[config.mk]
export PLATFORM = sky130hd
export DESIGN_NAME = smbm_engine
export DESIGN_NICKNAME = d
export VERILOG_FILES = /design/src/shared/smbm_pkg.sv /design/src/core/smbm_engine.sv /design/src/core/smbm_sync.sv
export SDC_FILE = /design/constraint.sdc
export NUM_CORES = 1
export LEC_CHECK = 0
export ABC_AREA = 1
export BUFFER_PORTS_ARGS = -buffer_cell sky130_fd_sc_hd__buf_4
export CAP_MARGIN = 0
export CELL_PAD_IN_SITES_DETAIL_PLACEMENT = 0
export CELL_PAD_IN_SITES_GLOBAL_PLACEMENT = 2
export CORE_ASPECT_RATIO = 1.75
export CORE_MARGIN = 8
export CORE_UTILIZATION = 33
export CTS_CLUSTER_DIAMETER = 80
export DETAILED_ROUTE_END_ITERATION = 16
export PLACE_DENSITY_LB_ADDON = 0.15
export REMOVE_ABC_BUFFERS = 1
export SYNTH_ARGS = -nofsm -noshare
export SYNTH_HDL_FRONTEND = slang
export SYNTH_SLANG_ARGS = --single-unit
[constraint.sdc]
create_clock -name i_clock -period 4.61 [get_ports i_clock]
set_input_delay 0.6915 -clock i_clock [delete_from_list [all_inputs] [get_ports i_clock]]
set_output_delay 0.6915 -clock i_clock [all_outputs]
set_load 0.05 [all_outputs]
[src/shared/smbm_pkg.sv]
// Purpose: Shared constants and types for the two-wire bus master engine.
// Assumes: 25 MHz core clock; registers reached by word index over APB.
// Notes:   Byte address of a register is four times its index.
`default_nettype none
package smbm_pkg;
  // Core clock and the least half period of the bus clock.
  localparam int unsigned CLK_HZ    = 25_000_000;
  localparam int unsigned T_HALF_NS = 5000;
  localparam int unsigned HALF_CYC  = (T_HALF_NS * (CLK_HZ / 1_000_000) + 999) / 1000;

  // Register indices.
  localparam logic [7:0] IDX_SDA   = 8'h00;
  localparam logic [7:0] IDX_ST    = 8'h02;
  localparam logic [7:0] IDX_CST   = 8'h04;
  localparam logic [7:0] IDX_CTL1  = 8'h06;
  localparam logic [7:0] IDX_ADDR1 = 8'h08;
  localparam logic [7:0] IDX_CTL2  = 8'h0A;
  localparam logic [7:0] IDX_ADDR2 = 8'h0C;

  // Status register fields.
  localparam int unsigned ST_DBR    = 6;
  localparam int unsigned ST_BER    = 5;
  localparam int unsigned ST_NACK   = 4;
  localparam int unsigned ST_STASR  = 3;
  localparam int unsigned ST_MASTER = 1;
  localparam int unsigned ST_XMIT   = 0;

  // Control register 1 fields.
  localparam int unsigned C1_START = 0;
  localparam int unsigned C1_STOP  = 1;
  localparam int unsigned C1_IRQ   = 2;
  localparam int unsigned C1_ACK   = 3;
  localparam int unsigned C1_STASE = 7;

  // Control status and control register 2 fields.
  localparam int unsigned CST_BUSY = 0;
  localparam int unsigned C2_EN    = 0;

  // Reset values.
  localparam logic [7:0] ST_RST   = 8'h00;
  localparam logic [7:0] CTL1_RST = 8'h00;
  localparam logic [7:0] ADDR_RST = 8'h00;
  localparam logic [7:0] CTL2_RST = {HALF_CYC[6:0], 1'b0};

  // Bit index of the acknowledge slot within a byte.
  localparam logic [3:0] BIT_ACK = 4'h8;

  // Engine states.
  typedef enum logic [8:0] {
    S_IDLE  = 9'h001,
    S_STA   = 9'h002,
    S_STALL = 9'h004,
    S_LOW   = 9'h008,
    S_HIGH  = 9'h010,
    S_RSL   = 9'h020,
    S_RSH   = 9'h040,
    S_STL   = 9'h080,
    S_STH   = 9'h100
  } smbm_state_e;
endpackage
`default_nettype wire

[src/core/smbm_engine.sv]
// Purpose: Master engine of a two-wire bus controller with an APB register port.
// Assumes: Open-drain lines resolved outside; line inputs asynchronous.
// Notes:   Clearing the enable bit resets all but control register 2, the address registers, the line synchroniser and the APB port.
// How it works
// RL1 - Start request issues Start once bus free, then holds clock low.
// RL2 - Clock pulled low by another during start sets bus error.
// RL3 - Clean start sets master flag and data buffer ready flag.
// RL4 - Interrupt when enabled and bus error or buffer ready after start.
// RL5 - Firmware avoids own, general call and ARP addresses when they match.
// RL6 - Firmware sets ack control or stall-after-start before address write.
// RL7 - Writing address byte launches transfer; acknowledge goes to NACK flag.
// RL8 - Conflict during address aborts, sets bus error, clears master.
// RL9 - Stall-after-start on clean address sets its flag, holds clock.
// RL10 - Clean transmit address sets data buffer ready flag.
// RL11 - Clean receive address without stall starts first byte automatically.
// RL12 - Interrupt when enabled on bus error or NACK.
// RL13 - Firmware checks flags, clears stall flag, then writes data byte.
// RL14 - NACK on transmitted byte sets NACK flag, buffer ready stays clear.
// RL15 - Ack control set before next-to-last read makes last byte NACKed.
// RL16 - Stop request while master sends Stop now and self-clears.
// RL17 - Master stalls clock after acknowledge while any stall flag set.
// RL18 - Repeated start: set start, read byte, write address, clear stall.
// RL19 - Start or Stop inside a bit, or data conflict, is bus error.
// RL20 - Deadlock recovery clears error and busy, waits, then toggles enable.
// RL21 - Disable then enable fully resets to unaddressed slave.
// RL22 - Firmware resynchronises slaves with start, one address, stop.
// RL23 - Data read while start requested keeps buffer ready flag set.
// RL24 - Bus error and NACK flags clear on write of one or disable.
// RL25 - Status reads zero after reset and while disabled.
//
// The APB interface to the registers and the register addresses were left to the implementer.
`default_nettype none
module smbm_engine #(
  parameter int unsigned AW = 12
) (
  input  wire logic          i_clock,
  input  wire logic          i_rst_n,
  input  wire logic          i_psel,
  input  wire logic          i_penable,
  input  wire logic          i_pwrite,
  input  wire logic [AW-1:0] i_paddr,
  input  wire logic [31:0]   i_pwdata,
  output logic      [31:0]   o_prdata,
  output logic               o_pready,
  output logic               o_pslverr,
  input  wire logic          i_scl,
  input  wire logic          i_sda,
  output logic               o_scl_o,
  output logic               o_scl_oe,
  output logic               o_sda_o,
  output logic               o_sda_oe,
  output logic               o_irq
);
  smbm_pkg::smbm_state_e st_q, st_d;
  logic [7:0] ctl1_q, ctl2_q, addr1_q, addr2_q, shift_q;
  logic [7:0] cnt_q, cnt_d;
  logic [3:0] bitn_q, bitn_d;
  logic       dbr_q, ber_q, nack_q, stasr_q, master_q, xmit_q, busy_q;
  logic       addr_ph_q, sda_p_q, scl_oe_d, sda_oe_d;
  logic       ev_ber, ev_start, ev_stop, ev_bit, ev_byte;
  logic [1:0] lines_s;

  // Line inputs pass two flops first.
  smbm_sync #(
    .WIDTH (2)
  ) u_sync (
    .i_clock (i_clock),
    .i_rst_n (i_rst_n),
    .i_async ({i_scl, i_sda}),
    .o_sync  (lines_s)
  );

  // Register index decode.
  function automatic logic hit(input logic [7:0] idx, input logic [7:0] want);
    hit = (idx == want);
  endfunction

  // Bus slave strobes; every access takes one wait state.
  wire logic [7:0] idx      = i_paddr[9:2];
  wire logic       acc      = i_psel & i_penable & o_pready;
  wire logic       wr       = acc & i_pwrite;
  wire logic       rd       = acc & ~i_pwrite;
  wire logic       wr_sda   = wr & hit(idx, smbm_pkg::IDX_SDA);
  wire logic       wr_st    = wr & hit(idx, smbm_pkg::IDX_ST);
  wire logic       wr_cst   = wr & hit(idx, smbm_pkg::IDX_CST);
  wire logic       wr_ctl1  = wr & hit(idx, smbm_pkg::IDX_CTL1);
  wire logic       rd_sda   = rd & hit(idx, smbm_pkg::IDX_SDA);
  wire logic       mapped   = ~idx[0] & (idx <= smbm_pkg::IDX_ADDR2);

  // Soft reset while the module is disabled. [RL21]
  wire logic       srst     = ~ctl2_q[smbm_pkg::C2_EN];
  wire logic       scl_s    = lines_s[1];
  wire logic       sda_s    = lines_s[0];
  wire logic       start_q  = ctl1_q[smbm_pkg::C1_START];
  wire logic       stop_q   = ctl1_q[smbm_pkg::C1_STOP];
  wire logic       stase    = ctl1_q[smbm_pkg::C1_STASE];
  wire logic       ack_ctl  = ctl1_q[smbm_pkg::C1_ACK];
  wire logic [7:0] half     = {1'b0, ctl2_q[7:1]};
  wire logic       tdone    = (cnt_q == 8'h00);
  wire logic       sending  = xmit_q | addr_ph_q;
  wire logic       is_ack   = (bitn_q == smbm_pkg::BIT_ACK);

  // Bus conditions seen on the synchronised lines.
  wire logic       start_det = scl_s & sda_p_q & ~sda_s;
  wire logic       stop_det  = scl_s & ~sda_p_q & sda_s;
  wire logic       bus_free  = ~busy_q & scl_s & sda_s;
  wire logic       tx_bit    = sending & ~is_ack;
  // Released data read low while sending: another master won. [RL8] [RL19]
  wire logic       bit_err   = scl_s & (start_det | stop_det | (tx_bit & ~o_sda_oe & ~sda_s));
  // Receiver NACKs while ack control is set. [RL15]
  wire logic       sda_want  = is_ack ? (~sending & ~ack_ctl) : (sending & ~shift_q[7]);
  // Apart from a stop request, the engine leaves a stall only once no stall flag is pending. [RL17] [RL13]
  wire logic       go        = ~(dbr_q | nack_q | stasr_q);

  // Byte completion outcomes.
  wire logic       nack_ev   = ev_byte & sending & sda_s;
  wire logic       stasr_ev  = ev_byte & addr_ph_q & ~sda_s & stase;
  wire logic       dbr_ev    = (ev_start & ~master_q)
                             | (ev_byte & ~nack_ev & (~addr_ph_q | (~stase & xmit_q)));

  // Status view; all fields clear while disabled. [RL25]
  wire logic [7:0] st_view   = {1'b0, dbr_q, ber_q, nack_q, stasr_q, 1'b0, master_q, xmit_q};
  wire logic [7:0] rd_val    = hit(idx, smbm_pkg::IDX_SDA)   ? shift_q :
                               hit(idx, smbm_pkg::IDX_ST)    ? st_view :
                               hit(idx, smbm_pkg::IDX_CST)   ? {7'h00, busy_q} :
                               hit(idx, smbm_pkg::IDX_CTL1)  ? ctl1_q :
                               hit(idx, smbm_pkg::IDX_ADDR1) ? addr1_q :
                               hit(idx, smbm_pkg::IDX_CTL2)  ? ctl2_q :
                               hit(idx, smbm_pkg::IDX_ADDR2) ? addr2_q : 8'h00;

  // Open-drain lines only ever pull low.
  assign o_scl_o = 1'b0;
  assign o_sda_o = 1'b0;

  // Engine next state.
  always_comb begin
    st_d     = st_q;
    cnt_d    = tdone ? cnt_q : cnt_q - 8'h01;
    bitn_d   = bitn_q;
    scl_oe_d = o_scl_oe;
    sda_oe_d = o_sda_oe;
    ev_ber   = 1'b0;
    ev_start = 1'b0;
    ev_stop  = 1'b0;
    ev_bit   = 1'b0;
    ev_byte  = 1'b0;
    unique case (st_q)
      smbm_pkg::S_IDLE: begin
        scl_oe_d = 1'b0;
        sda_oe_d = 1'b0;
        cnt_d    = half;
        if (start_q && bus_free) begin
          st_d = smbm_pkg::S_STA; // [RL1]
        end
      end
      smbm_pkg::S_STA: begin
        sda_oe_d = 1'b1;
        if (!scl_s) begin
          ev_ber = 1'b1; // [RL2]
        end else if (tdone) begin
          scl_oe_d = 1'b1; // [RL1]
          ev_start = 1'b1;
          cnt_d    = half;
          bitn_d   = 4'h0;
          st_d     = master_q ? smbm_pkg::S_LOW : smbm_pkg::S_STALL;
        end
      end
      smbm_pkg::S_STALL: begin
        scl_oe_d = 1'b1; // [RL17]
        cnt_d    = half;
        bitn_d   = 4'h0;
        if (stop_q) begin
          st_d = smbm_pkg::S_STL; // [RL16]
        end else if (go) begin
          st_d = start_q ? smbm_pkg::S_RSL : smbm_pkg::S_LOW; // [RL18] [RL11]
        end
      end
      smbm_pkg::S_LOW: begin
        if (cnt_q == {1'b0, half[7:1]}) begin
          sda_oe_d = sda_want;
        end
        if (tdone) begin
          scl_oe_d = 1'b0;
          cnt_d    = half;
          st_d     = smbm_pkg::S_HIGH;
        end
      end
      smbm_pkg::S_HIGH: begin
        if (!scl_s) begin
          cnt_d = half;
        end
        if (bit_err) begin
          ev_ber = 1'b1; // [RL8] [RL19]
        end else if (scl_s && tdone) begin
          scl_oe_d = 1'b1;
          cnt_d    = half;
          ev_bit   = 1'b1;
          if (is_ack) begin
            ev_byte = 1'b1; // [RL7]
            st_d    = smbm_pkg::S_STALL;
          end else begin
            bitn_d = bitn_q + 4'h1;
            st_d   = smbm_pkg::S_LOW;
          end
        end
      end
      smbm_pkg::S_RSL: begin
        sda_oe_d = 1'b0;
        if (tdone) begin
          scl_oe_d = 1'b0;
          cnt_d    = half;
          st_d     = smbm_pkg::S_RSH;
        end
      end
      smbm_pkg::S_RSH: begin
        if (!scl_s) begin
          cnt_d = half;
        end else if (tdone) begin
          cnt_d = half;
          st_d  = smbm_pkg::S_STA;
        end
      end
      smbm_pkg::S_STL: begin
        sda_oe_d = 1'b1;
        if (tdone) begin
          scl_oe_d = 1'b0;
          cnt_d    = half;
          st_d     = smbm_pkg::S_STH;
        end
      end
      smbm_pkg::S_STH: begin
        if (!scl_s) begin
          cnt_d = half;
        end else if (tdone) begin
          sda_oe_d = 1'b0; // [RL16]
          ev_stop  = 1'b1;
          st_d     = smbm_pkg::S_IDLE;
        end
      end
      default: begin
        st_d = smbm_pkg::S_IDLE;
      end
    endcase
    // An error drops both lines and leaves master mode.
    if (ev_ber) begin
      st_d     = smbm_pkg::S_IDLE;
      scl_oe_d = 1'b0;
      sda_oe_d = 1'b0;
    end
  end

  // Engine state and line drivers.
  always_ff @(posedge i_clock) begin
    if (!i_rst_n || srst) begin
      st_q     <= smbm_pkg::S_IDLE;
      cnt_q    <= 8'h00;
      bitn_q   <= 4'h0;
      o_scl_oe <= 1'b0;
      o_sda_oe <= 1'b0;
      sda_p_q  <= 1'b1;
    end else begin
      st_q     <= st_d;
      cnt_q    <= cnt_d;
      bitn_q   <= bitn_d;
      o_scl_oe <= scl_oe_d;
      o_sda_oe <= sda_oe_d;
      sda_p_q  <= sda_s;
    end
  end

  // Shift register; a firmware write launches the next byte. [RL7]
  always_ff @(posedge i_clock) begin
    if (!i_rst_n || srst) begin
      shift_q <= 8'h00;
    end else if (wr_sda) begin
      shift_q <= i_pwdata[7:0];
    end else if (ev_bit && !is_ack) begin
      shift_q <= {shift_q[6:0], sda_s};
    end
  end

  // Status flags; a hardware set wins over a clear in the same cycle.
  always_ff @(posedge i_clock) begin
    if (!i_rst_n || srst) begin
      {dbr_q, ber_q, nack_q, stasr_q} <= 4'h0; // [RL24] [RL25]
      {master_q, xmit_q, addr_ph_q}   <= 3'h0;
      busy_q                          <= 1'b0;
    end else begin
      ber_q   <= ev_ber | (ber_q & ~(wr_st & i_pwdata[smbm_pkg::ST_BER])); // [RL24] [RL8]
      nack_q  <= nack_ev | (nack_q & ~(wr_st & i_pwdata[smbm_pkg::ST_NACK])); // [RL14] [RL24]
      stasr_q <= stasr_ev | (stasr_q & ~(wr_st & i_pwdata[smbm_pkg::ST_STASR])); // [RL9]
      // A data read with start pending keeps the flag. [RL23]
      dbr_q   <= dbr_ev | (dbr_q & ~wr_sda & ~(rd_sda & ~start_q)); // [RL3] [RL10]
      if (ev_ber || ev_stop) begin
        master_q <= 1'b0; // [RL8] [RL19]
      end else if (ev_start) begin
        master_q <= 1'b1; // [RL3]
      end
      if (ev_ber || ev_stop) begin
        xmit_q <= 1'b0;
      end else if (wr_sda && (addr_ph_q || start_q)) begin
        xmit_q <= ~i_pwdata[0];
      end
      if (ev_ber || ev_byte) begin
        addr_ph_q <= 1'b0;
      end else if ((ev_start && !master_q) || (wr_sda && start_q)) begin
        addr_ph_q <= 1'b1;
      end
      // Busy follows bus conditions; firmware may clear it for recovery. [RL20]
      busy_q <= start_det | (busy_q & ~stop_det & ~(wr_cst & i_pwdata[smbm_pkg::CST_BUSY]));
    end
  end

  // Control registers; stop writes are ignored unless we hold the bus.
  always_ff @(posedge i_clock) begin
    if (!i_rst_n) begin
      ctl2_q  <= smbm_pkg::CTL2_RST;
      addr1_q <= smbm_pkg::ADDR_RST;
      addr2_q <= smbm_pkg::ADDR_RST;
    end else if (wr) begin
      if (hit(idx, smbm_pkg::IDX_CTL2)) ctl2_q <= i_pwdata[7:0];
      if (hit(idx, smbm_pkg::IDX_ADDR1)) addr1_q <= i_pwdata[7:0];
      if (hit(idx, smbm_pkg::IDX_ADDR2)) addr2_q <= i_pwdata[7:0];
    end
  end

  always_ff @(posedge i_clock) begin
    if (!i_rst_n || srst) begin
      ctl1_q <= smbm_pkg::CTL1_RST;
    end else begin
      if (wr_ctl1) begin
        ctl1_q                    <= i_pwdata[7:0];
        ctl1_q[smbm_pkg::C1_STOP] <= i_pwdata[smbm_pkg::C1_STOP] & master_q;
      end
      if (ev_start || ev_ber) begin
        ctl1_q[smbm_pkg::C1_START] <= 1'b0;
      end
      if (ev_stop) begin
        ctl1_q[smbm_pkg::C1_STOP] <= 1'b0; // [RL16]
      end
    end
  end

  // Interrupt is a level of the enabled stall and error flags. [RL4] [RL9] [RL12] [RL14]
  always_ff @(posedge i_clock) begin
    if (!i_rst_n || srst) begin
      o_irq <= 1'b0;
    end else begin
      o_irq <= ctl1_q[smbm_pkg::C1_IRQ] & (ber_q | nack_q | dbr_q | stasr_q);
    end
  end

  // APB answer after one wait state.
  always_ff @(posedge i_clock) begin
    if (!i_rst_n) begin
      o_pready  <= 1'b0;
      o_prdata  <= 32'h0000_0000;
      o_pslverr <= 1'b0;
    end else begin
      o_pready  <= i_psel & i_penable & ~o_pready;
      o_pslverr <= i_psel & i_penable & ~o_pready & ~mapped;
      if (i_psel && i_penable && !o_pready) begin
        o_prdata <= {24'h00_0000, rd_val};
      end
    end
  end
endmodule
`default_nettype wire

[src/core/smbm_sync.sv]
// Purpose: Two-flop synchroniser for the bus line inputs.
// Assumes: Inputs are asynchronous to i_clock.
// Notes:   Lines idle high, so the flops reset to ones.
`default_nettype none
module smbm_sync #(
  parameter int unsigned WIDTH = 2
) (
  input  wire logic             i_clock,
  input  wire logic             i_rst_n,
  input  wire logic [WIDTH-1:0] i_async,
  output logic      [WIDTH-1:0] o_sync
);
  logic [WIDTH-1:0] meta_q;

  // Only the second flop is read outside this module.
  always_ff @(posedge i_clock) begin
    if (!i_rst_n) begin
      meta_q <= '1;
      o_sync <= '1;
    end else begin
      meta_q <= i_async;
      o_sync <= meta_q;
    end
  end
endmodule
`default_nettype wire

* Word-level counts from Yosys, hierarchy flattened
Cells that the tools add are included.
Cells by class: add/subtract/negate cells 2, reductions and logical operators 40, bitwise operators 88, equality and inequality tests 33, multiplexer cells 65, magnitude comparators 1
Operators by type and width (count):
- two-way mux 8 bit | 16
- two-way mux 9 bit | 14
- case mux 9 bit (9 select lines) | 1
- case mux 8 bit (6 select lines) | 1
- bitwise AND 1 bit | 47
- two-way mux 4 bit | 7
- inverter 1 bit | 26
- equality test 8 x 4 -> 1 bit (second input constant) | 3
- inequality test 2 bit (second input constant) | 11
- two-way mux 1 bit | 21
- equality test 8 x 3 -> 1 bit (second input constant) | 2
- zero test 8 bit | 2
- OR reduction 2 bit | 8
- OR 1 bit | 15
- AND reduction 13 bit | 1
- case mux 4 bit (3 select lines) | 1
- AND reduction 6 bit | 2
- equality test 9 x 1 -> 1 bit (second input constant) | 1
- equality test 9 x 2 -> 1 bit (second input constant) | 1
- equality test 9 x 3 -> 1 bit (second input constant) | 1
- equality test 9 x 4 -> 1 bit (second input constant) | 1
- equality test 9 x 5 -> 1 bit (second input constant) | 1
- equality test 9 x 6 -> 1 bit (second input constant) | 1
- equality test 9 x 7 -> 1 bit (second input constant) | 1
- other kinds (24) | 44
Word-level totals: register bits 87, output and inout bits 39, word-level logic and storage cells 256, input port bits 51

* Logic depth before layout (Yosys ltp)
depth in word-level cells 16, depth in mapped cells 15, depth with buffers taken out 15

* Modules after synthesis
A second synthesis with hierarchy kept.
Unflattened totals: cell total of the unflattened synthesis 776, area total of the unflattened synthesis 5134.9 µm²
Modules (own cells, without submodules):
- smbm_engine | sequential area each 1661.6 µm², cells each 764, times used 1, area each 5024.8 µm²
- smbm_sync | sequential area each 80.1 µm², cells each 12, times used 1, area each 110.1 µm²

* Worst setup path before layout
No wires, ideal clock.
kind input to register, start point input port i_paddr[9], end point register shift_q[2], buffers on the path 1, data required time 4495 ps, data arrival time 1786 ps, setup slack 2709 ps, cell stages on the path 11, cells stage by stage nor2_1 > nand3_1 > inv_2 > nand4_1 > nor2_1 > buf_4 > nor2_1 > nand2_1 > o21ai_0 > o21ai_0 > inv_1
On the way: cells in the longest elaborated chain, start to end 3
Ends and longest elaborated chain:
- from (decl) | line smbm_engine.sv:41 | input wire logic [AW-1:0] i_paddr,
- zero test 8 bit (*) | line smbm_engine.sv:75 | hit = (idx == want);
- bitwise AND 1 bit (*) | line smbm_engine.sv:83 | wire logic wr_sda = wr & hit(idx, smbm_pkg::IDX_SDA);
- two-way mux 8 bit / nonzero test 2 bit (equally long branches)
- to (signal assigned) | line smbm_engine.sv:276 | shift_q <= i_pwdata[7:0];
- to (signal assigned) | line smbm_engine.sv:278 | shift_q <= {shift_q[6:0], sda_s};
- to (decl) | line smbm_engine.sv:55 | logic [7:0] ctl1_q, ctl2_q, addr1_q, addr2_q, shift_q;
Every way passes the cells marked *; elsewhere a longest branch is shown, timed or not. A chain may end at the register's enable or synchronous reset.

* Worst setup path in the final report
start point input port i_paddr[9], end point register ctl1_q[6]
On the way: cells in the longest elaborated chain, start to end 2
Ends and longest elaborated chain:
- equality test 8 x 3 -> 1 bit | line smbm_engine.sv:75
- bitwise AND 1 bit | line smbm_engine.sv:86 | wire logic wr_ctl1 = wr & hit(idx, smbm_pkg::IDX_CTL1);
- to (signal assigned) | line smbm_engine.sv:329 | ctl1_q <= smbm_pkg::CTL1_RST;
- to (signal assigned) | line smbm_engine.sv:332 | ctl1_q <= i_pwdata[7:0];
- to (signal, indexed assignment) | line smbm_engine.sv:333 | ctl1_q[smbm_pkg::C1_STOP] <= i_pwdata[smbm_pkg::C1_STOP] & master_q;
- to (decl) | line smbm_engine.sv:55
Every way passes these cells.

==> run summary <==
Hold Path Origin -> u_sync.meta_q[0]
Initial Utilization -> 0.332
R2R depth -> 13
DIE HEIGHT -> 182 µm
Sink Count -> 87
Post-layout util -> 0.373
Setup crit start kind -> primary input
Core area -> 15700 µm²
Most common cell in the netlist -> nand2_1
Final estimated routing congestion in global placement -> 0.882
Fillers -> 1755
IO buf count -> 35
Final worst path period share -> 0.554
Largest family of logic cells by synthesized area -> simple AND/OR/NAND/NOR gates
Library cells used by synthesis -> 44
CP dominant cell by count -> nor2_1
Inserted Clock Buffers -> 9
DRC Markers -> 0
FP Rows -> 61
Die width -> 111 µm
Multiplexer area fraction after synthesis -> 0
RSZ-0062 raised after global routing -> false
Hold EP -> u_sync.o_sync[0]
Detailed Place HPWL -> 14700 µm
YS warnings -> 0
Post-synth top cells -> nand2_1 (163), inv_1 (92), dfxtp_1 (87)
Slowest-stage cell, CP -> nor2_1
Dominant synthesized flop cell -> dfxtp_1
Max Freq -> 0.391 GHz
Final net count -> 874
Register area share after synthesis -> 0.333
Antenna-violating nets left -> 0
Post-synth ARST share -> 0
Clk slew on worst S/H paths -> 0.07 ns
Cell chain of the critical path -> buf_4 -> nor2_1 -> nand3_1 -> inv_2 -> nand4_2 -> nor2_1 -> inv_1 -> o21ai_0 -> a21oi_1
Worst min path class -> flip-flop to flip-flop
Synth Area in Adders -> 0.00957
Compound-Gate Fraction of Synth Area -> 0.184
CTS H-tree lvls -> 3
Average size of a mapped cell -> 6.64 µm²
Synth area leaders -> dfxtp_1 (33%), nand2_1 (12%), inv_1 (6.6%)
Slew @ Worst Pin -> 1.16 ns
MaxCap Viol Count -> 0
1st-pass router iterations -> 5
Leak -> 2.66 nW
Worst Setup End Kind -> flip-flop
Die footprint -> 20300 µm²
Finished Cell Area -> 5860 µm²
Largest net degree at the start of global routing -> 28
FF-to-FF setup slack -> 2.15 ns
Synthesized flop and latch total -> 87
FF-to-FF End -> st_q[6]
Worst Skew -> 0.0114 ns
CP max FO -> 13
Initial DRC count -> 247
Final Hold Viols -> 0
Mapped cell area -> 5230 µm²
Top cell type's share of synthesized area -> 0.333
Data required, critical path -> 4.84 ns
Clk buf depth -> 2
Avg WL per Cell -> 18.2 µm
Setup bufs post-CTS -> 0
Root Buffer -> clkbuf_16
Min cycle time layout -> 2.55 ns
Area growth from synthesis to layout -> 12.1%
Xor/xnor share of the synthesized area -> 0.0117
Final wirelength -> 18500 µm
Worst R2R Start -> u_sync.o_sync[1]
Peak per-stage delay on the critical path -> 0.79 ns
First-pass GRT wire length -> 29000 µm
Pwr Density -> 275 nW/µm²
Vias in the first global route -> 5288
CTS tree -> built
CTS Hold Bufs -> 0
Post-DP Area -> 5580 µm²
CTS resizes -> 0
Worst vdd ir -> 0.137 mV
I/O pins -> 90
Status -> finished, final reports clean
Initial antenna violation count -> 0
CP Class -> primary input to flip-flop
ANT cells -> 0
Routed via count -> 5184
Simple-gate share of the synthesized area -> 0.331
Post-synth EDFFs -> 0
Start point of the critical path -> i_paddr[9]
Post-Syn Instances -> 787
Setup tns final -> 0 ns
Slew Viols, Final -> 0
GRT Total Usage -> 0.181
Skew-Pair Late Insertion Delay -> 0.34 ns
GRT Residual Overflow -> 0
Final setup fails -> 0
Layout cells sized above 1 -> 0.138
Arrival time worst endpoint -> 2.78 ns
Rel. slew slack -> 0.226
Vias per inst -> 5.12
Hold path depth -> 1
Post-synth top area cell -> dfxtp_1
## cells by family after synthesis
logic type / Yosys count
other: 1
buffers and inverters: 152
and+or+nand+nor: 367
DFF: 87
AOI/OAI and AO/OA: 169
adders and majority gates: 4
xor gates and xnor gates: 7
## where the power goes
part	internal (mW)	switching, mW
clock	0.374	0.340
combinational	0.0295	0.107
sequential	0.757	0.00506
## per-layer routing
metal | vias to the layer above | track usage | part of all wire
li1 | 2609 | - | -
met4 | 0 | 0.0912 | 0.040
met3 | 39 | 0.0256 | 0.033
met5 | - | 0 | 0
met2 | 116 | 0.357 | 0.56
met1 | 2420 | 0.176 | 0.37
## final cells by class
| type | instances | area (µm²) | area share |
|---|---|---|---|
| clock buffers | 10 | 229 | 0.0391 |
| repair buffers | 38 | 285 | 0.0487 |
| clock inverters | 6 | 50.0 | 0.00854 |
| well taps | 189 | 236 | 0.0404 |
| inverters | 110 | 415 | 0.0709 |
| flip-flops and latches | 87 | 1740 | 0.297 |
| multi-input cells | 573 | 2900 | 0.495 |
## stage by stage
stage               total power, mW  std cells  worst slack (ns)  hold slack, ns
floorplan                     0.870        770              2.31           0.393
global placement              0.914        997              1.71           0.398
detailed placement            0.915        997              1.70           0.400
CTS                            1.63       1013              2.04           0.422
global route                   1.67       1013              1.75           0.431
finish                         1.61       1013              2.06           0.419
## state kept, by name, indices dropped and copies added, names as in the netlist, 8 cells and up
signal / count
addr1_q: 8
addr2_q: 8
cnt_q: 8
ctl1_q: 8
ctl2_q: 8
o_prdata: 8
shift_q: 8
st_q: 9
## layout by cell type, fill, tap and decap left out, types with 4 or more instances in the layout
master,n
nor2_2,5
o2111ai_1,6
inv_2,16
inv_6,4
ha_1,4
nor3_1,12
o21ai_1,9
o21ai_0,57
dfxtp_1,87
nand2_2,12
buf_4,38
nand2_1,163
a31oi_1,6
xor2_1,4
or2_2,4
clkbuf_16,9
nand3_1,52
a21oi_1,58
conb_1,26
o211ai_1,11
o22ai_1,9
nand3_2,6
nand4_1,16
inv_1,92
nor2_1,77
nor2_4,12
## worst max-delay path by stage
stage | end | slack [ns] | depth (start not counted)
after detailed placement | ctl1_q[6] | 1.70 | 9
final | ctl1_q[6] | 2.06 | 9
after floorplan | shift_q[7] | 2.31 | 9
after global routing | ctl2_q[2] | 1.75 | 8
after global placement | ctl1_q[6] | 1.71 | 9
after CTS | ctl1_q[6] | 2.04 | 9
## critical path, delay by kind of cell
kind,cells,cell delay [ns]
AO/OA/AOI/OAI,2,0.25
buffers and inverters,3,0.51
AND/OR/NAND/NOR,4,1.31
No activity file was read; power rests on OpenSTA's default activity.
